===== config.mk =====
export PLATFORM = sky130hd
export DESIGN_NAME = cie_irq_flags
export DESIGN_NICKNAME = d
export VERILOG_FILES = /design/src/rtl/cie_pkg.sv /design/src/rtl/cie_ifs.sv /design/src/rtl/cie_apb_slave.sv /design/src/rtl/cie_status_track.sv /design/src/rtl/cie_irq_flags.sv
export SDC_FILE = /design/constraint.sdc
export NUM_CORES = 1
export LEC_CHECK = 0
export ABC_CLOCK_PERIOD_IN_PS = 2000
export BUFFER_PORTS_ARGS = -buffer_cell sky130_fd_sc_hd__buf_2
export CORE_MARGIN = 1.5
export CORE_UTILIZATION = 40
export DETAILED_ROUTE_END_ITERATION = 10
export PLACE_DENSITY = 0.72
export SLEW_MARGIN = 10
export SYNTH_ARGS = -nofsm -noshare
export SYNTH_HDL_FRONTEND = slang
export SYNTH_SLANG_ARGS = --single-unit

===== constraint.sdc =====
create_clock -name clock_in -period 2 [get_ports clock_in]
set_input_delay 0.4 -clock clock_in [delete_from_list [all_inputs] [get_ports clock_in]]
set_output_delay 0.4 -clock clock_in [all_outputs]
set_load 0.005 [all_outputs]

===== src/rtl/cie_pkg.sv =====
package cie_pkg;

	// register indices; byte address on the bus is four times the index
	localparam logic [7:0] IDX_RX_FLAGS = 8'h04;
	localparam logic [7:0] IDX_RX_IRQ_EN = 8'h05;
	localparam logic [7:0] IDX_TX_FLAGS = 8'h06;
	localparam logic [7:0] IDX_TX_IRQ_EN = 8'h07;
	localparam logic [7:0] IDX_ABORT_REQ = 8'h08;
	localparam logic [7:0] IDX_ABORT_ACK = 8'h09;
	localparam int IDX_LSB = 2;
	localparam int IDX_MSB = 9;

	// receiver interrupt enable fields
	localparam int BIT_WAKE_EN = 7;
	localparam int BIT_SC_EN = 6;
	localparam int RX_SENS_LSB = 4;
	localparam int TX_SENS_LSB = 2;
	localparam int BIT_OVR_EN = 1;
	localparam int BIT_RXF_EN = 0;

	// receiver flag register fields (same positions for flags)
	localparam int BIT_WAKE_FLAG = 7;
	localparam int BIT_SC_FLAG = 6;
	localparam int BIT_OVR_FLAG = 1;
	localparam int BIT_RXF_FLAG = 0;

	// reset values
	localparam logic [7:0] RX_IRQ_EN_RST = 8'h00;
	localparam logic [7:0] RX_IRQ_EN_KEEP = 8'h3c; // sensitivity fields survive init
	localparam logic [2:0] TX_EMPTY_RST = 3'h7;
	localparam logic [2:0] TX_BITS_RST = 3'h0;

	// error counter bands
	localparam logic [8:0] CNT_WARN_MAX = 9'h060;
	localparam logic [8:0] CNT_ERR_MAX = 9'h07f;
	localparam logic [8:0] CNT_BUSOFF_MAX = 9'h0ff;

	// bus state codes and sensitivity codes
	localparam logic [1:0] ST_OK = 2'h0;
	localparam logic [1:0] ST_WARN = 2'h1;
	localparam logic [1:0] ST_ERR = 2'h2;
	localparam logic [1:0] ST_BUSOFF = 2'h3;
	localparam logic [1:0] SENS_NONE = 2'h0;
	localparam logic [1:0] SENS_BUSOFF = 2'h1;

	typedef struct packed {
		logic [7:0] rx_irq_enable;
		logic [2:0] tx_irq_enable;
		logic [2:0] tx_buf_empty;
		logic [2:0] abort_req;
		logic [2:0] abort_ack;
		logic wake_flag;
		logic overrun_flag;
		logic rx_full_flag;
	} cie_main_state_t;

endpackage


===== src/rtl/cie_ifs.sv =====
`timescale 1ns/1ps

// register access carried from the bus slave to the register file
interface cie_reg_if;
	logic [7:0] idx;
	logic [7:0] wdata;
	logic wr_stb;
	logic [7:0] rdata;
	logic mapped;
	modport slave (output idx, output wdata, output wr_stb, input rdata, input mapped);
	modport regs (input idx, input wdata, input wr_stb, output rdata, output mapped);
endinterface

// bus state tracking between the register file and the tracker
interface cie_core_if;
	logic [1:0] rx_sens;
	logic [1:0] tx_sens;
	logic flag_clear;
	logic [1:0] rx_state;
	logic [1:0] tx_state;
	logic flag;
	modport regs (output rx_sens, output tx_sens, output flag_clear,
		input rx_state, input tx_state, input flag);
	modport tracker (input rx_sens, input tx_sens, input flag_clear,
		output rx_state, output tx_state, output flag);
endinterface


===== src/rtl/cie_apb_slave.sv =====
`timescale 1ns/1ps

module cie_apb_slave (
	input wire logic clock_in,
	input wire logic rst_b_in,
	input wire logic [11:0] paddr_in,
	input wire logic psel_in,
	input wire logic penable_in,
	input wire logic pwrite_in,
	input wire logic [31:0] pwdata_in,
	output logic [31:0] prdata_out,
	output logic pready_out,
	output logic pslverr_out,
	cie_reg_if.slave reg_bus
);

	typedef struct packed {
		logic [31:0] prdata;
		logic err;
	} cie_apb_state_t;

	cie_apb_state_t state_reg;
	cie_apb_state_t state_next;
	logic aligned;

	assign aligned = (paddr_in[cie_pkg::IDX_LSB-1:0] == 2'h0);
	assign reg_bus.idx = paddr_in[cie_pkg::IDX_MSB:cie_pkg::IDX_LSB];
	assign reg_bus.wdata = pwdata_in[7:0];
	// zero wait states: the access phase always completes
	assign pready_out = psel_in & penable_in;
	assign reg_bus.wr_stb = psel_in & penable_in & pwrite_in & ~state_reg.err;
	assign prdata_out = state_reg.prdata;
	assign pslverr_out = psel_in & penable_in & state_reg.err;

	// read data and error are caught in the setup cycle so they leave a flop
	always_comb begin
		state_next = state_reg;
		if (psel_in & ~penable_in) begin
			state_next.err = ~(aligned & reg_bus.mapped);
			state_next.prdata = {24'h000000, reg_bus.rdata};
			if (pwrite_in | ~aligned | ~reg_bus.mapped) begin
				state_next.prdata = 32'h00000000;
			end
		end
	end

	always_ff @(posedge clock_in or negedge rst_b_in) begin
		if (!rst_b_in) begin
			state_reg <= '0;
		end else begin
			state_reg <= state_next;
		end
	end

endmodule


===== src/rtl/cie_status_track.sv =====
`timescale 1ns/1ps

module cie_status_track (
	input wire logic clock_in,
	input wire logic rst_b_in,
	input wire logic [7:0] rx_err_count_in,
	input wire logic [8:0] tx_err_count_in,
	cie_core_if.tracker core
);

	typedef struct packed {
		logic [1:0] rx_state;
		logic [1:0] tx_state;
		logic flag;
	} cie_track_state_t;

	cie_track_state_t state_reg;
	cie_track_state_t state_next;
	logic busoff;
	logic [1:0] rx_now;
	logic [1:0] tx_now;

	// band an error count into a bus state code
	function automatic logic [1:0] band(input logic [8:0] cnt, input logic off);
		if (off) begin
			band = cie_pkg::ST_BUSOFF;
		end else if (cnt > cie_pkg::CNT_ERR_MAX) begin
			band = cie_pkg::ST_ERR;
		end else if (cnt > cie_pkg::CNT_WARN_MAX) begin
			band = cie_pkg::ST_WARN;
		end else begin
			band = cie_pkg::ST_OK;
		end
	endfunction

	// does a move between two states matter at this sensitivity
	function automatic logic sens_hit(input logic [1:0] sens, input logic [1:0] from,
		input logic [1:0] to);
		if (from == to || sens == cie_pkg::SENS_NONE) begin
			sens_hit = 1'b0;
		end else if (sens == cie_pkg::SENS_BUSOFF) begin
			sens_hit = (from == cie_pkg::ST_BUSOFF) | (to == cie_pkg::ST_BUSOFF);
		end else begin
			sens_hit = from[1] | to[1]; // 11 acts like 10
		end
	endfunction

	assign busoff = (tx_err_count_in > cie_pkg::CNT_BUSOFF_MAX);
	assign rx_now = band({1'b0, rx_err_count_in}, busoff);
	assign tx_now = band(tx_err_count_in, busoff);
	assign core.rx_state = state_reg.rx_state;
	assign core.tx_state = state_reg.tx_state;
	assign core.flag = state_reg.flag;

	// states follow the counters only while no change is pending, so the
	// reported states stay those that raised the flag until it is cleared
	always_comb begin
		state_next = state_reg;
		if (state_reg.flag) begin
			if (core.flag_clear) begin
				state_next.flag = 1'b0;
			end
		end else begin
			state_next.rx_state = rx_now;
			state_next.tx_state = tx_now;
			if (sens_hit(core.rx_sens, state_reg.rx_state, rx_now) |
				sens_hit(core.tx_sens, state_reg.tx_state, tx_now)) begin
				state_next.flag = 1'b1;
			end
		end
	end

	always_ff @(posedge clock_in or negedge rst_b_in) begin
		if (!rst_b_in) begin
			state_reg <= '0;
		end else begin
			state_reg <= state_next;
		end
	end

endmodule


===== src/rtl/cie_irq_flags.sv =====
// Operation
// RULE_01: in init mode the receiver enable register is held at reset, writes ignored.
// RULE_02: receiver and transmitter sensitivity fields keep their values in init mode.
// RULE_03: receiver enable register always readable, writable only with both init bits low.
// RULE_04: wake enable bit 7 gates wake events onto the wake interrupt.
// RULE_05: status change enable bit 6 gates the status flag onto the error interrupt.
// RULE_06: receiver sensitivity bits 5:4 pick which receiver state changes raise the flag.
// RULE_07: transmitter sensitivity bits 3:2 pick which transmitter changes raise the flag.
// RULE_08: reported states track real states, updated only with no change pending.
// RULE_09: overrun enable bit 1 gates overrun onto the error interrupt.
// RULE_10: receive full enable bit 0 gates a received message onto the receive interrupt.
// RULE_11: software sets wake enable and wake function together to recover from stop.
// RULE_12: three empty flags in bits 2:0; one means empty, zero means scheduled.
// RULE_13: writing one clears an empty flag, zero ignored, never in init mode.
// RULE_14: a successful send sets that buffer's empty flag.
// RULE_15: a successful abort of a pending request sets that buffer's empty flag.
// RULE_16: an empty flag with its enable set holds the transmit interrupt.
// RULE_17: clearing an empty flag also clears that buffer's abort acknowledge.
// RULE_18: an empty flag becoming set clears that buffer's abort request.
// RULE_19: listen mode refuses empty flag clears and starts no transmission.
// RULE_20: buffer access is blocked while its empty flag is zero.
// RULE_21: in init mode the empty flag register is held at reset.
// RULE_22: counts band as ok, warning above 96, error above 127, bus-off above 255.
// RULE_23: a set status flag freezes the reported states until software clears it.
// RULE_24: sensitivity code 11 behaves as code 10.
// RULE_25: error interrupt is enabled status flag or enabled overrun, held as a level.
`timescale 1ns/1ps

module cie_irq_flags (
	input wire logic clock_in,
	input wire logic rst_b_in,
	// register bus
	input wire logic [11:0] paddr_in,
	input wire logic psel_in,
	input wire logic penable_in,
	input wire logic pwrite_in,
	input wire logic [31:0] pwdata_in,
	output logic [31:0] prdata_out,
	output logic pready_out,
	output logic pslverr_out,
	// mode inputs from the controller core
	input wire logic init_request_in,
	input wire logic init_ack_in,
	input wire logic listen_mode_in,
	// error counters from the protocol engine
	input wire logic [7:0] rx_err_count_in,
	input wire logic [8:0] tx_err_count_in,
	// one-cycle events from the protocol engine and receive fifo
	input wire logic wake_event_in,
	input wire logic overrun_event_in,
	input wire logic rx_full_event_in,
	input wire logic [2:0] tx_sent_in,
	input wire logic [2:0] abort_done_in,
	// interrupt requests
	output logic wake_irq_out,
	output logic err_irq_out,
	output logic rx_irq_out,
	output logic tx_irq_out,
	// towards the transmit scheduler and buffer access path
	output logic [2:0] tx_start_ok_out,
	output logic [2:0] abort_req_out,
	output logic [2:0] tx_buf_access_ok_out
);

	////////////////////////////////////////////////////////////////////////////////
	// sub blocks

	cie_reg_if reg_bus ();
	cie_core_if core ();

	cie_apb_slave u_apb (
		.clock_in(clock_in),
		.rst_b_in(rst_b_in),
		.paddr_in(paddr_in),
		.psel_in(psel_in),
		.penable_in(penable_in),
		.pwrite_in(pwrite_in),
		.pwdata_in(pwdata_in),
		.prdata_out(prdata_out),
		.pready_out(pready_out),
		.pslverr_out(pslverr_out),
		.reg_bus(reg_bus)
	);

	cie_status_track u_track (
		.clock_in(clock_in),
		.rst_b_in(rst_b_in),
		.rx_err_count_in(rx_err_count_in),
		.tx_err_count_in(tx_err_count_in),
		.core(core)
	);

	////////////////////////////////////////////////////////////////////////////////
	// declarations

	cie_pkg::cie_main_state_t state_reg;
	cie_pkg::cie_main_state_t state_next;

	logic init_mode;
	logic write_ok;
	logic wr_rx_flags;
	logic wr_rx_en;
	logic wr_tx_flags;
	logic wr_tx_en;
	logic wr_abort;
	logic [2:0] empty_clear;
	logic [2:0] empty_set;
	logic [2:0] abort_grant;
	logic [7:0] rx_flags_view;

	// the register file answers a byte to a register index
	function automatic logic [7:0] pad3(input logic [2:0] bits);
		pad3 = {5'h00, bits};
	endfunction

	////////////////////////////////////////////////////////////////////////////////
	// mode decode and write strobes

	// init mode holds only when request and acknowledge both stand high;
	// during the handshake (one high, one low), as in init mode, only the receiver flag register takes writes
	assign init_mode = init_request_in & init_ack_in;
	assign write_ok = ~init_request_in & ~init_ack_in; // see RULE_03

	assign wr_rx_flags = reg_bus.wr_stb & (reg_bus.idx == cie_pkg::IDX_RX_FLAGS);
	assign wr_rx_en = reg_bus.wr_stb & write_ok & (reg_bus.idx == cie_pkg::IDX_RX_IRQ_EN);
	assign wr_tx_flags = reg_bus.wr_stb & write_ok & (reg_bus.idx == cie_pkg::IDX_TX_FLAGS);
	assign wr_tx_en = reg_bus.wr_stb & write_ok & (reg_bus.idx == cie_pkg::IDX_TX_IRQ_EN);
	assign wr_abort = reg_bus.wr_stb & write_ok & (reg_bus.idx == cie_pkg::IDX_ABORT_REQ);

	////////////////////////////////////////////////////////////////////////////////
	// transmit buffer empty bookkeeping

	// a clear only acts on flags that are set; listen mode refuses all clears
	assign empty_clear = (wr_tx_flags & ~listen_mode_in) ?
		(reg_bus.wdata[2:0] & state_reg.tx_buf_empty) : 3'h0; // see RULE_13, see RULE_19

	// an abort is only honoured where a request is actually pending
	assign abort_grant = abort_done_in & state_reg.abort_req; // see RULE_15

	// a send and a granted abort both hand the buffer back to software
	assign empty_set = tx_sent_in | abort_grant; // see RULE_14, see RULE_15

	////////////////////////////////////////////////////////////////////////////////
	// status change link to the tracker

	// the tracker must see the sensitivity in init mode too, since it survives
	assign core.rx_sens = state_reg.rx_irq_enable[cie_pkg::RX_SENS_LSB+:2]; // see RULE_06
	assign core.tx_sens =
		state_reg.rx_irq_enable[cie_pkg::TX_SENS_LSB+:2]; // see RULE_07, see RULE_24
	assign core.flag_clear = wr_rx_flags & reg_bus.wdata[cie_pkg::BIT_SC_FLAG]; // see RULE_23

	////////////////////////////////////////////////////////////////////////////////
	// next state

	// each flag that hardware sets is updated as (old and not cleared) or set,
	// so an event landing in the clearing cycle survives the clear
	always_comb begin
		state_next = state_reg;

		// receiver side flags, write one to clear
		if (wr_rx_flags) begin
			state_next.wake_flag = state_reg.wake_flag & ~reg_bus.wdata[cie_pkg::BIT_WAKE_FLAG];
			state_next.overrun_flag = state_reg.overrun_flag &
				~reg_bus.wdata[cie_pkg::BIT_OVR_FLAG];
			state_next.rx_full_flag = state_reg.rx_full_flag &
				~reg_bus.wdata[cie_pkg::BIT_RXF_FLAG];
		end
		state_next.wake_flag = state_next.wake_flag | wake_event_in;
		state_next.overrun_flag = state_next.overrun_flag | overrun_event_in;
		state_next.rx_full_flag = state_next.rx_full_flag | rx_full_event_in;

		// enables take software writes only while init request and acknowledge are both low
		if (wr_rx_en) begin
			state_next.rx_irq_enable = reg_bus.wdata; // see RULE_03
		end
		if (wr_tx_en) begin
			state_next.tx_irq_enable = reg_bus.wdata[2:0];
		end

		// empty flags: set wins over a clear in the same cycle
		state_next.tx_buf_empty = (state_reg.tx_buf_empty & ~empty_clear) | empty_set; // see RULE_12

		// acknowledge falls with the clear of its empty flag, rises on a grant
		state_next.abort_ack = (state_reg.abort_ack & ~empty_clear) | abort_grant; // see RULE_17

		// software may only raise requests, and only for scheduled buffers;
		// a buffer that is (or becomes) empty drops its request
		if (wr_abort) begin
			state_next.abort_req = state_reg.abort_req |
				(reg_bus.wdata[2:0] & ~state_reg.tx_buf_empty);
		end
		state_next.abort_req = state_next.abort_req & ~state_next.tx_buf_empty; // see RULE_18

		// init mode overrides the enables, empty flags and abort bits, except the sensitivity fields
		if (init_mode) begin
			state_next.rx_irq_enable = (cie_pkg::RX_IRQ_EN_RST & ~cie_pkg::RX_IRQ_EN_KEEP) |
				(state_reg.rx_irq_enable & cie_pkg::RX_IRQ_EN_KEEP); // see RULE_01, see RULE_02
			state_next.tx_buf_empty = cie_pkg::TX_EMPTY_RST; // see RULE_21
			state_next.tx_irq_enable = cie_pkg::TX_BITS_RST;
			state_next.abort_req = cie_pkg::TX_BITS_RST;
			state_next.abort_ack = cie_pkg::TX_BITS_RST;
		end
	end

	////////////////////////////////////////////////////////////////////////////////
	// state register

	always_ff @(posedge clock_in or negedge rst_b_in) begin
		if (!rst_b_in) begin
			state_reg.rx_irq_enable <= cie_pkg::RX_IRQ_EN_RST;
			state_reg.tx_irq_enable <= cie_pkg::TX_BITS_RST;
			state_reg.tx_buf_empty <= cie_pkg::TX_EMPTY_RST;
			state_reg.abort_req <= cie_pkg::TX_BITS_RST;
			state_reg.abort_ack <= cie_pkg::TX_BITS_RST;
			state_reg.wake_flag <= 1'b0;
			state_reg.overrun_flag <= 1'b0;
			state_reg.rx_full_flag <= 1'b0;
		end else begin
			state_reg <= state_next;
		end
	end

	////////////////////////////////////////////////////////////////////////////////
	// read side

	// receiver flag view: sticky flags around the frozen bus states
	always_comb begin
		rx_flags_view = 8'h00;
		rx_flags_view[cie_pkg::BIT_WAKE_FLAG] = state_reg.wake_flag;
		rx_flags_view[cie_pkg::BIT_SC_FLAG] = core.flag;
		rx_flags_view[cie_pkg::RX_SENS_LSB+:2] = core.rx_state; // see RULE_08, see RULE_22
		rx_flags_view[cie_pkg::TX_SENS_LSB+:2] = core.tx_state; // see RULE_08
		rx_flags_view[cie_pkg::BIT_OVR_FLAG] = state_reg.overrun_flag;
		rx_flags_view[cie_pkg::BIT_RXF_FLAG] = state_reg.rx_full_flag;
	end

	// reads never have side effects; unmapped indices answer with an error
	always_comb begin
		reg_bus.rdata = 8'h00;
		reg_bus.mapped = 1'b1;
		case (reg_bus.idx)
			cie_pkg::IDX_RX_FLAGS: begin
				reg_bus.rdata = rx_flags_view;
			end
			cie_pkg::IDX_RX_IRQ_EN: begin
				reg_bus.rdata = state_reg.rx_irq_enable; // see RULE_03
			end
			cie_pkg::IDX_TX_FLAGS: begin
				reg_bus.rdata = pad3(state_reg.tx_buf_empty);
			end
			cie_pkg::IDX_TX_IRQ_EN: begin
				reg_bus.rdata = pad3(state_reg.tx_irq_enable);
			end
			cie_pkg::IDX_ABORT_REQ: begin
				reg_bus.rdata = pad3(state_reg.abort_req);
			end
			cie_pkg::IDX_ABORT_ACK: begin
				reg_bus.rdata = pad3(state_reg.abort_ack);
			end
			default: begin
				reg_bus.mapped = 1'b0;
			end
		endcase
	end

	////////////////////////////////////////////////////////////////////////////////
	// interrupt requests

	// all requests are levels that stand until software clears the cause;
	// the wake request alone does not bring the part out of stop, the wake
	// function enable in the control block must be set as well
	assign wake_irq_out = state_reg.wake_flag &
		state_reg.rx_irq_enable[cie_pkg::BIT_WAKE_EN]; // see RULE_04

	// status change and overrun share the error request
	assign err_irq_out = (core.flag & state_reg.rx_irq_enable[cie_pkg::BIT_SC_EN]) |
		(state_reg.overrun_flag & state_reg.rx_irq_enable[cie_pkg::BIT_OVR_EN]); // see RULE_05, see RULE_09, see RULE_25

	assign rx_irq_out = state_reg.rx_full_flag &
		state_reg.rx_irq_enable[cie_pkg::BIT_RXF_EN]; // see RULE_10

	assign tx_irq_out = |(state_reg.tx_buf_empty & state_reg.tx_irq_enable); // see RULE_16

	////////////////////////////////////////////////////////////////////////////////
	// transmit scheduler and buffer access

	// a scheduled buffer may start only outside listen mode
	assign tx_start_ok_out = ~state_reg.tx_buf_empty & {3{~listen_mode_in}}; // see RULE_19

	// a buffer handed to the scheduler is locked against software access
	assign tx_buf_access_ok_out = state_reg.tx_buf_empty; // see RULE_20

	assign abort_req_out = state_reg.abort_req;

endmodule


==> results of run 1 <==
-- layout make-up --
type                            instances  area share, %
Clock buffer                            5           2.44
Timing Repair Buffer                   80           14.7
Sequential cell                        37           32.9
Clock inverter                          3           1.64
Multi-Input combinational cell        187           44.2
Inverter                                6          0.798
Tap cell                               75           3.32
-- worst min-delay path by stage --
stage,depth (start not counted),from,slack (ns),endpoint
6_report,2,rst_b_in,0.14,core.rx_sens[0]$_DFFE_PN0P_
5_1_grt,2,rst_b_in,0.18,core.rx_sens[0]$_DFFE_PN0P_
4_1_cts,2,rst_b_in,0.16,core.rx_sens[0]$_DFFE_PN0P_
3_5_place_dp,2,u_apb.prdata_out[5]$_DFFE_PN0P_,0.47,u_apb.prdata_out[5]$_DFFE_PN0P_
3_3_place_gp,2,u_apb.prdata_out[3]$_DFFE_PN0P_,0.46,u_apb.prdata_out[3]$_DFFE_PN0P_
2_1_floorplan,0,rst_b_in,0.10,abort_req_out[0]$_DFF_PN0_
-- Yosys cell counts (2+ instances only) --
cell	number
a21o_1	7
a21oi_1	3
a22o_1	4
a31oi_1	3
a41oi_1	3
and2_1	8
and3b_1	2
and4b_1	2
buf_2	4
buf_4	38
clkbuf_1	3
dfrtp_1	34
dfstp_2	3
ha_1	2
inv_1	6
mux2_2	2
mux2_4	4
mux2i_1	16
mux4_2	2
nand2_1	27
nand2b_1	5
nand3_1	3
nand3b_1	2
nand4_1	6
nor2_1	13
nor2b_1	3
nor3_1	5
nor3b_1	2
nor4_1	2
o21ai_0	11
or3_1	4
or3b_2	4
-- cells by family after synthesis --
group	count (synthesis)
multiplexers	24
AO/OA/AOI/OAI	41
flip-flops	37
adder cells (fa/ha/maj)	2
other	1
AND/OR/NAND/NOR	96
buffers and inverters	53
-- cells in the final DEF, fill, tap and decap left out, drive strengths merged, types with 4 or more instances in the layout --
cell,instances
nor2,13
o21ai,11
mux2i,16
nand4,6
buf,80
inv,6
nand2,27
or3,4
dfrtp,34
conb,24
clkbuf,5
and2,9
nor3,5
mux2,6
nand2b,5
a21o,7
or3b,4
a22o,4
-- stage by stage --
step           power (mW)  hold slack, ns  setup slack [ns]
2_1_floorplan       0.894           0.104             0.222
3_3_place_gp        0.956           0.461             0.191
3_5_place_dp        0.959           0.473             0.128
4_1_cts              1.62           0.157             0.257
5_1_grt              1.67           0.178             0.175
6_report             1.61           0.140             0.271
-- per-layer routing --
metal | routed length (um) | share of wire [%] | global-route usage, % | up-vias
met1 | 2470 | 44 | 23.9 | 974
met2 | 2770 | 50 | 28.5 | 53
met4 | 66 | 1.2 | 5.69 | 0
met3 | 254 | 4.6 | 2.89 | 5
met5 | 0 | 0 | 0 | -
li1 | - | - | - | 970
-- power by group --
| part | leakage, nW | total (mW) | internal, mW | switching (mW) |
|---|---|---|---|---|
| combinational | 0.864 | 0.186 | 0.0806 | 0.106 |
| clock | 0.0543 | 0.663 | 0.373 | 0.290 |
| sequential | 0.473 | 0.758 | 0.753 | 0.00563 |
-- worst max-delay path, delay by kind of cell (launching register included) --
family / cells / cell delay, ns
buffers and inverters: 2 / 0.20
AOI/OAI and AO/OA: 1 / 0.42
DFF: 1 / 0.41
==> summary.txt, run 1 <==
Logic synthesis
  • Portion of netlist area occupied by mux cells: 11.7%
  • Synth unique cells: 53
  • Mapped cell area: around 0.0025 mm2
  • #FFs+latches synth: 37
  • Yosys warning count: 0
  • Cell count after synthesis: roughly 250
  • Number of synthesized flops with an enable pin: 0
  • Async SR Flop Fraction: 100%
  • Post-Synth XOR/XNOR Area: 0%
  • Synth top area cells: dfrtp_1 35%, buf_4 12%, mux2i_1 6.5%
  • Mean Syn Cell Area: 9.69 um2
  • Sequential area share after synthesis: 37.8%
  • Adder-cell area share of the yosys netlist: a little over 1%
  • Top cell type's share of synthesized area: 34.6%
  • Yosys top cell by area: dfrtp_1
  • Largest family of logic cells by synthesized area: simple AND/OR/NAND/NOR gates
  • Ys flop type: dfrtp_1
  • Post-synthesis simple-gate area fraction: 22.6%
  • Synth Area in Compound Gates: 11.7%

STA
  • Setup Viol. Count Final: 0
  • Max Slew Vio Count: 0
  • Fmax: 0.578 GHz
  • RSZ-0062 raised after global routing: false
  • Final TNS setup: 0 ns
  • Minimum clock period: between 1.5 and 2 ns
  • Fin crit share: 86.4%
  • Hold Violations, Final: 0
  • Clk_skew: 0.00764 ns

GRT
  • First-pass GRT wire length: ~8800 um
  • GRT Overall Usage: 17.6%
  • Grt total ovfl: 0
  • Pin count of the biggest net entering global routing: 38
  • Initial antenna violation count: 0
  • Vias in the first global route: 1847

Final layout
  • Final Instance Area: approximately 0.0028 mm2
  • Area Growth Syn to Fin: 14.7%
  • NumNets Final: 397
  • Area of the multi-input gates: 0.00125 mm2
  • Fillers: 587
  • Ant diodes: 0
  • Final Instance Count excl. Fillers: ~400
  • Layout cells sized above 1: 34.3%
  • Register area: 930 um2
  • Layout Utilization: a little under half
  • Largest register FFs: 10

Critical path
  • Crit path required time: 1.60 ns
  • Worst Setup EP: tx_irq_out
  • Internal reg-to-reg setup slack: 0.33 ns
  • Crit path launch: state_reg[14]$_DFFE_PN0P_
  • Crit path largest cell delay: approximately 0.42 ns
  • Worst Path Arrival: 1.33 ns
  • Critical path endpoint category: output port
  • CP max-delay cell: a222oi_1
  • R2r startpoint: u_apb.state_reg[0]$_DFFE_PN0P_
  • Worst R2R End: abort_req_out[1]$_DFF_PN0_
  • CP Cell Sequence: a222oi_1, inv_1, buf_2
  • R2R depth: 4
  • CP Launch Type: register
  • Setup CP Type: register to output port
  • Critical Path Fanout Max: 3

Run
  • Max Cap Viol: 0

Power
  • Static leakage: 1.39 nW
  • Cell Pwr Density: 569 mW/mm2
  • Maximum vdd drop: 0.391 mV

Clocking
  • Hold buffers post-CTS: 0
  • Root buf cell: clkbuf_8
  • Setup Fix Bufs, Post-CTS: 0
  • Post-CTS sizing: 0
  • CTS max path bufs: 2
  • CTS sink cnt: 37
  • Clk_lat worst skew: just under 0.3 ns
  • Clk slew on worst S/H paths: 0.08 ns
  • H-tree Lvls: 2
  • CTS tree: built
  • CTS buffer count: 5

Drt
  • Antenna viol nets, final: 0
  • Vias: 2002
  • Detailed-route wire length: 5560 um
  • DR vias/cell: a little over 5
  • Drt wl/cell: roughly 14 um
  • Post-route DRC: 0
  • Violation count after the first detailed-route iteration: ~100
  • Initial DRT Pass Iterations: 4

Floorplan
  • Die area: between 0.006 and 0.007 mm2
  • # rows: 28
  • Die W: 81.4 um
  • DIE HEIGHT: around 81 um
  • Initial Utilization: 41.6%
  • I/O pin count: ~130
  • Placeable Area: 0.00592 mm2

Placement
  • Dpl cell area: 0.00271 mm2
  • Routability cong.: roughly 0.8
  • IO buf count: 74
  • DPL Wire Length: approximately 4300 um
  • Placed insts: 385

Worst hold path
  • Hold Path Class: input port to asynchronous set/reset pin

Run status
  • Status: finished clean
Power figures use the tool's default switching activity.
==> inputs of run 2 (changes only) <==
CORE_MARGIN = 4   (was 1.5)
==> run 2 against run 1 <==
  * Global-route usage shrank 2.3 points
  * Via count grew 1.0%
  * Critical path type unchanged
  * Power shrank 9.7%
  * Critical endpoint unchanged
  * Worst hold slack gained 0.0095 ns
  * Setup slack gained 0.027 ns
==> summary.txt, run 2 (synthesis gave the netlist of run 1 again) <==
Power
  • Power Internal: 1.07 mW (-11%)
  • Cell Pwr Density: 521 mW/mm2 (-8.4%)
  • Comb power frac: 12.8% (+1.2 points)
  • Tot Pwr: 1.45 mW (-9.7%)
  • Flop pwr share: 52.3% (+5.1 points)
  • Switch Pwr: 0.378 mW (-5.9%)
  • Static leakage: 1.38 nW (-1.0%)
  • Sw frac: 26.0% (+1.1 points)
  • Maximum vdd drop: 0.254 mV (-35%)
  • Clk pwr share: 34.9% (-6.3 points)

STA
  • Minimum clock period: 1.70 ns (-0.0274 ns)
  • Final worst setup slack: 0.299 ns (+0.0274 ns)
  • Hold Violations, Final: 0 (unchanged)
  • Setup Viol. Count Final: 0 (unchanged)
  • Clk_skew: 0.00657 ns (-0.00108 ns)
  • Max Slew Vio Count: 0 (unchanged)
  • Final TNS setup: 0 ns (unchanged)
  • Fmax: 0.588 GHz (+1.6%)
  • Fin crit share: 85.1% (-1.4 points)
  • RSZ-0062 raised after global routing: false

GRT
  • Met2 Usage GRT: 23.2% (-5.3 points)
  • Met3 Usage GRT: 3.23% (+0.34 points)
  • Initial antenna violation count: 0 (unchanged)
  • Met1 GRT Util: 21.5% (-2.4 points)
  • Pin count of the biggest net entering global routing: 38 (unchanged)
  • GR peak layer: met2
  • Vias in the first global route: 1856 (+0.49%)
  • Grt total ovfl: 0 (unchanged)
  • First-pass GRT wire length: 9000 um (+1.8%)
  • GRT Overall Usage: 15.3% (-2.3 points)

Critical path
  • Crit path largest cell delay: 0.42 ns (about the same)
  • CP Cell Sequence: a222oi_1, inv_1, buf_2
  • Setup CP Type: register to output port
  • Crit path launch: tx_buf_access_ok_out[2]$_DFF_PN1_
  • CP max-delay cell: dfstp_2
  • Worst Path Arrival: 1.30 ns (-0.03 ns)
  • CP Launch Type: register
  • R2r startpoint: u_apb.state_reg[0]$_DFFE_PN0P_
  • Critical Path Fanout Max: 8 (+5)
  • Critical path endpoint category: output port
  • Crit path required time: 1.60 ns (about the same)

Drt
  • Violation count after the first detailed-route iteration: 158 (+60%)
  • Antenna viol nets, final: 0 (unchanged)
  • Initial DRT Pass Iterations: 4 (unchanged)
  • Vias: 2022 (+1.0%)
  • DR vias/cell: 5.16 (+1.3%)
  • Drt wl/cell: 14.5 um (+2.6%)
  • Post-route DRC: 0 (unchanged)
  • Detailed-route wire length: 5700 um (+2.4%)

Worst hold path
  • Hold Path Class: input port to asynchronous set/reset pin

Run
  • Max Cap Viol: 0 (unchanged)

Clocking
  • Setup Fix Bufs, Post-CTS: 0 (unchanged)
  • CTS buffer count: 5 (unchanged)
  • H-tree Lvls: 2 (unchanged)
  • CTS tree: built
  • Clk slew on worst S/H paths: 0.08 ns (about the same)
  • Root buf cell: clkbuf_8
  • Hold buffers post-CTS: 0 (unchanged)
  • CTS sink cnt: 37 (unchanged)
  • Post-CTS sizing: 0 (unchanged)
  • Clk_lat worst skew: 0.29 ns (about the same)
  • CTS max path bufs: 2 (unchanged)

Final layout
  • Commonest cells after routing, fill and taps aside: 74 x buf_2, 34 x dfrtp_1, 27 x nand2_1, 24 x conb_1, 16 x mux2i_1
  • Area of the multi-input gates: 0.00125 mm2 (unchanged)
  • Fillers: 594 (+1.2%)
  • Ant diodes: 0 (unchanged)
  • Layout cells sized above 1: 33.8% (-0.52 points)
  • Final Instance Area: 0.00278 mm2 (-1.4%)
  • Largest register FFs: 10 (unchanged)
  • Commonest non-fill, non-tap cell in the layout: buf_2
  • Area Growth Syn to Fin: 13.1%
  • NumNets Final: 396 (-0.25%)
  • Register area: 930 um2 (unchanged)

Placement
  • DPL Wire Length: 4470 um (+4.8%)
  • Dpl cell area: 0.00270 mm2 (-0.28%)
  • Routability cong.: 0.819 (+0.50%)
  • Setup WS pre-CTS: 0.140 ns (+0.0125 ns)
  • IO buf count: 74 (unchanged)

Floorplan
  • I/O pin count: 125 (unchanged)
  • DIE HEIGHT: 86.4 um (+6.1%)
  • Die area: 0.00747 mm2 (+13%)
  • Die W: 86.4 um (+6.1%)
  • Initial Utilization: 41.3% (-0.24 points)
  • Placeable Area: 0.00596 mm2 (+0.59%)
  • # rows: 28 (unchanged)

Run status
  • Status: finished clean
run 2: changes by cell type in the layout (fill, tap and decap cells not counted), sizes merged:
cell	change
buf	-1
bufinv	-1
clkbuf	+1
clkinv	+1
clkinvlp	-1
run 2: worst max-delay path: cells and delay by family, from the launching register on:
family	cells	cell delay, ns
compound gates	1	0.39
buf+inv	2	0.21
flops	1	0.42
run 2: layout make-up:
class,count,share of cell area (%)
clock buffer,6,2.61
clock inverter,2,0.360
inverter,6,0.809
multi-input combinational,187,44.8
sequential,37,33.4
tap,75,3.37
timing repair buffer,79,14.7
run 2: final timing paths:
path | endpoint | slack, ns | cells after the start
min in group clock_in | rx_flags_view[0]$_DFF_PN0_ | 0.28 | 2
min | u_track.core.rx_state[0]$_DFFE_PN0N_ | 0.15 | 2
max reg2reg | abort_req_out[1]$_DFF_PN0_ | 0.37 | 4
min reg2reg | u_apb.prdata_out[6]$_DFFE_PN0P_ | 0.48 | 2
max | tx_irq_out | 0.30 | 3
max in group asynchronous | tx_buf_access_ok_out[0]$_DFF_PN1_ | 1.49 | 2
run 2: metal layers:
| metal | wire (um) | share of wire, % |
|---|---|---|
| met3 | 348 | 6.1 |
| met1 | 2540 | 45 |
| met2 | 2700 | 47 |
| met4 | 102 | 1.8 |
| met5 | 0 | 0 |
run 2: power groups by stage:
stage / Combinational [mW] / Clock, mW / Sequential [mW]
after floorplan: 0.122 / 0 / 0.771
after global placement: 0.181 / 0 / 0.773
after detailed placement: 0.186 / 0 / 0.773
after CTS: 0.187 / 0.521 / 0.759
after global routing: 0.209 / 0.552 / 0.759
final: 0.186 / 0.507 / 0.759
run 2: through the flow:
stage          instances  hold slack [ns]  utilization, %
2_1_floorplan        277            0.104               -
3_3_place_gp         384            0.460            45.4
3_5_place_dp         384            0.469            45.4
4_1_cts              392            0.162            46.7
5_1_grt              392            0.182            46.7
6_report             392            0.149            46.7
==> inputs of run 3 (changes only) <==
BUFFER_PORTS_ARGS = -buffer_cell sky130_fd_sc_hd__clkbuf_2   (was -buffer_cell sky130_fd_sc_hd__buf_2)
==> run 3 against run 2 <==
  * Worst hold slack worse by 0.0054 ns
  * Largest cell class unchanged
  * Die area stayed put
  * First-iteration DRC count is 17% lower
  * Critical path type unchanged
  * Maximum frequency is 2.0% higher
  * Clock-buffer cell count is 1 higher
  * Sequential power hardly changed
  * Design area is 1.1% higher
  * Register-to-register slack better by 0.04 ns
  * Critical path depth stayed put
==> summary.txt, run 3 (synthesis gave the netlist of run 1 again) <==
Run status
  • Status: finished clean

Placement
  • Routability cong.: 0.833 (+1.6%)
  • DPL Wire Length: 4550 um (+1.8%)
  • IO buf count: 74 (unchanged)
  • Dpl cell area: 0.00271 mm2 (+0.28%)

Drt
  • Drt wl/cell: 14.6 um (+0.74%)
  • Initial DRT Pass Iterations: 4 (unchanged)
  • Antenna viol nets, final: 0 (unchanged)
  • Detailed-route wire length: 5750 um (+1.0%)
  • Post-route DRC: 0 (unchanged)
  • Violation count after the first detailed-route iteration: 131 (-17%)
  • Vias: 1991 (-1.5%)
  • DR vias/cell: 5.07 (-1.8%)

Clocking
  • Hold buffers post-CTS: 0 (unchanged)
  • Setup Fix Bufs, Post-CTS: 0 (unchanged)
  • Root buf cell: clkbuf_8
  • Clk slew on worst S/H paths: 0.07 ns (about the same)
  • H-tree Lvls: 2 (unchanged)
  • CTS sink cnt: 37 (unchanged)
  • Clk_lat worst skew: 0.29 ns (about the same)
  • CTS max path bufs: 2 (unchanged)
  • CTS buffer count: 5 (unchanged)
  • CTS tree: built
  • Post-CTS sizing: 0 (unchanged)

Power
  • Cell Pwr Density: 548 mW/mm2 (+5.2%)
  • Static leakage: 1.39 nW (+0.88%)
  • Maximum vdd drop: 0.238 mV (-6.2%)

Run
  • Max Cap Viol: 0 (unchanged)

Worst hold path
  • Hold Path Class: input port to asynchronous set/reset pin

Critical path
  • CP Cell Sequence: a222oi_1, inv_1, clkbuf_2
  • Setup CP Type: register to output port
  • Crit path required time: 1.60 ns (about the same)
  • CP Launch Type: register
  • Worst Path Arrival: 1.27 ns (-0.03 ns)
  • Crit path largest cell delay: 0.42 ns (about the same)
  • Critical Path Fanout Max: 3 (-5)
  • CP max-delay cell: dfrtp_1
  • Critical path endpoint category: output port

Final layout
  • Fillers: 618 (+4.0%)
  • Layout cells sized above 1: 34.3% (+0.52 points)
  • Largest register FFs: 10 (unchanged)
  • Final Instance Area: 0.00281 mm2 (+1.1%)
  • Commonest cells after routing, fill and taps aside: 74 x clkbuf_2, 34 x dfrtp_1, 27 x nand2_1, 24 x conb_1, 16 x mux2i_1
  • Commonest non-fill, non-tap cell in the layout: clkbuf_2
  • Ant diodes: 0 (unchanged)
  • Area Growth Syn to Fin: 14.3%
  • NumNets Final: 397 (+0.25%)

GRT
  • GRT Overall Usage: 15.2% (-0.093 points)
  • Pin count of the biggest net entering global routing: 38 (unchanged)
  • Grt total ovfl: 0 (unchanged)
  • First-pass GRT wire length: 8940 um (-0.77%)
  • Initial antenna violation count: 0 (unchanged)
  • Vias in the first global route: 1862 (+0.32%)

Floorplan
  • Die area: 0.00747 mm2 (unchanged)
  • Die W: 86.4 um (unchanged)
  • Initial Utilization: 41.3% (unchanged)
  • I/O pin count: 125 (unchanged)
  • Placeable Area: 0.00596 mm2 (unchanged)
  • # rows: 28 (unchanged)
  • DIE HEIGHT: 86.4 um (unchanged)

STA
  • Fin crit share: 83.4% (-1.7 points)
  • Clk_skew: 0.00604 ns (-0.000527 ns)
  • Setup Viol. Count Final: 0 (unchanged)
  • Max Slew Vio Count: 0 (unchanged)
  • Hold Violations, Final: 0 (unchanged)
  • Hold_ws: 0.144 ns (-0.00538 ns)
  • Fmax: 0.599 GHz (+2.0%)
  • Final TNS setup: 0 ns (unchanged)
  • RSZ-0062 raised after global routing: false
  • Minimum clock period: 1.67 ns (-0.0331 ns)
## run 3: cell types whose count changed in the layout (fill, tap and decap cells not counted)
cell      previous run  this run
buf_4                5         6
clkinv_2             2         0
inv_6                0         1
clkbuf_1             1         0
clkbuf_8             5         7
buf_2               74         0
clkbuf_2             0        74
## run 3: layout make-up
cell class | count | area, um2 | share of cell area, %
inverter | 6 | 22.5 | 0.800
clock inverter | 1 | 8.76 | 0.311
clock buffer | 7 | 96.3 | 3.42
multi-input combinational | 187 | 1250 | 44.3
tap | 75 | 93.8 | 3.33
sequential | 37 | 930 | 33.0
timing repair buffer | 80 | 415 | 14.8
## run 3: worst max-delay path, delay by kind of cell, from the launching register on
kind / cells / cell delay [ns]
flops: 1 / 0.42
buf+inv: 2 / 0.20
compound gates: 1 / 0.36
## run 3: final timing paths
path	start	endpoint	slack [ns]	cells after the start
worst max-delay path	state_reg[14]$_DFFE_PN0P_	tx_irq_out	0.33	3
worst min-delay path	rst_b_in	core.rx_sens[0]$_DFFE_PN0P_	0.14	2
worst max register to register	u_apb.state_reg[0]$_DFFE_PN0P_	abort_req_out[2]$_DFF_PN0_	0.41	4
worst min register to register	u_apb.prdata_out[3]$_DFFE_PN0P_	u_apb.prdata_out[3]$_DFFE_PN0P_	0.49	2
max in group asynchronous	rst_b_in	tx_buf_access_ok_out[0]$_DFF_PN1_	1.51	2
min in group clock_in	rx_full_event_in	rx_flags_view[0]$_DFF_PN0_	0.28	2
## run 3: metal layers
layer	GRT usage, %	part of all wire [%]
met1	20.6	45
met2	24.1	47
met3	2.95	5.5
met4	5.95	2.2
met5	0	0
## run 3: stage by stage
stage | total power [mW] | utilization, % | setup WS (ns) | cells
5_1_grt | 1.61 | 47.2 | 0.249 | 393
2_1_floorplan | 0.894 | - | 0.222 | 277
3_3_place_gp | 0.956 | 45.5 | 0.168 | 385
3_5_place_dp | 0.960 | 45.5 | 0.172 | 385
4_1_cts | 1.55 | 47.2 | 0.312 | 393
6_report | 1.54 | 47.2 | 0.332 | 393
## run 3: where the power goes
group	internal (mW)	switching (mW)	total [mW]	leakage (nW)
registers	0.753	0.00575	0.759	0.473
logic	0.0804	0.107	0.187	0.862
clock network	0.318	0.279	0.598	0.0549
total	1.15	0.392	1.54	1.39
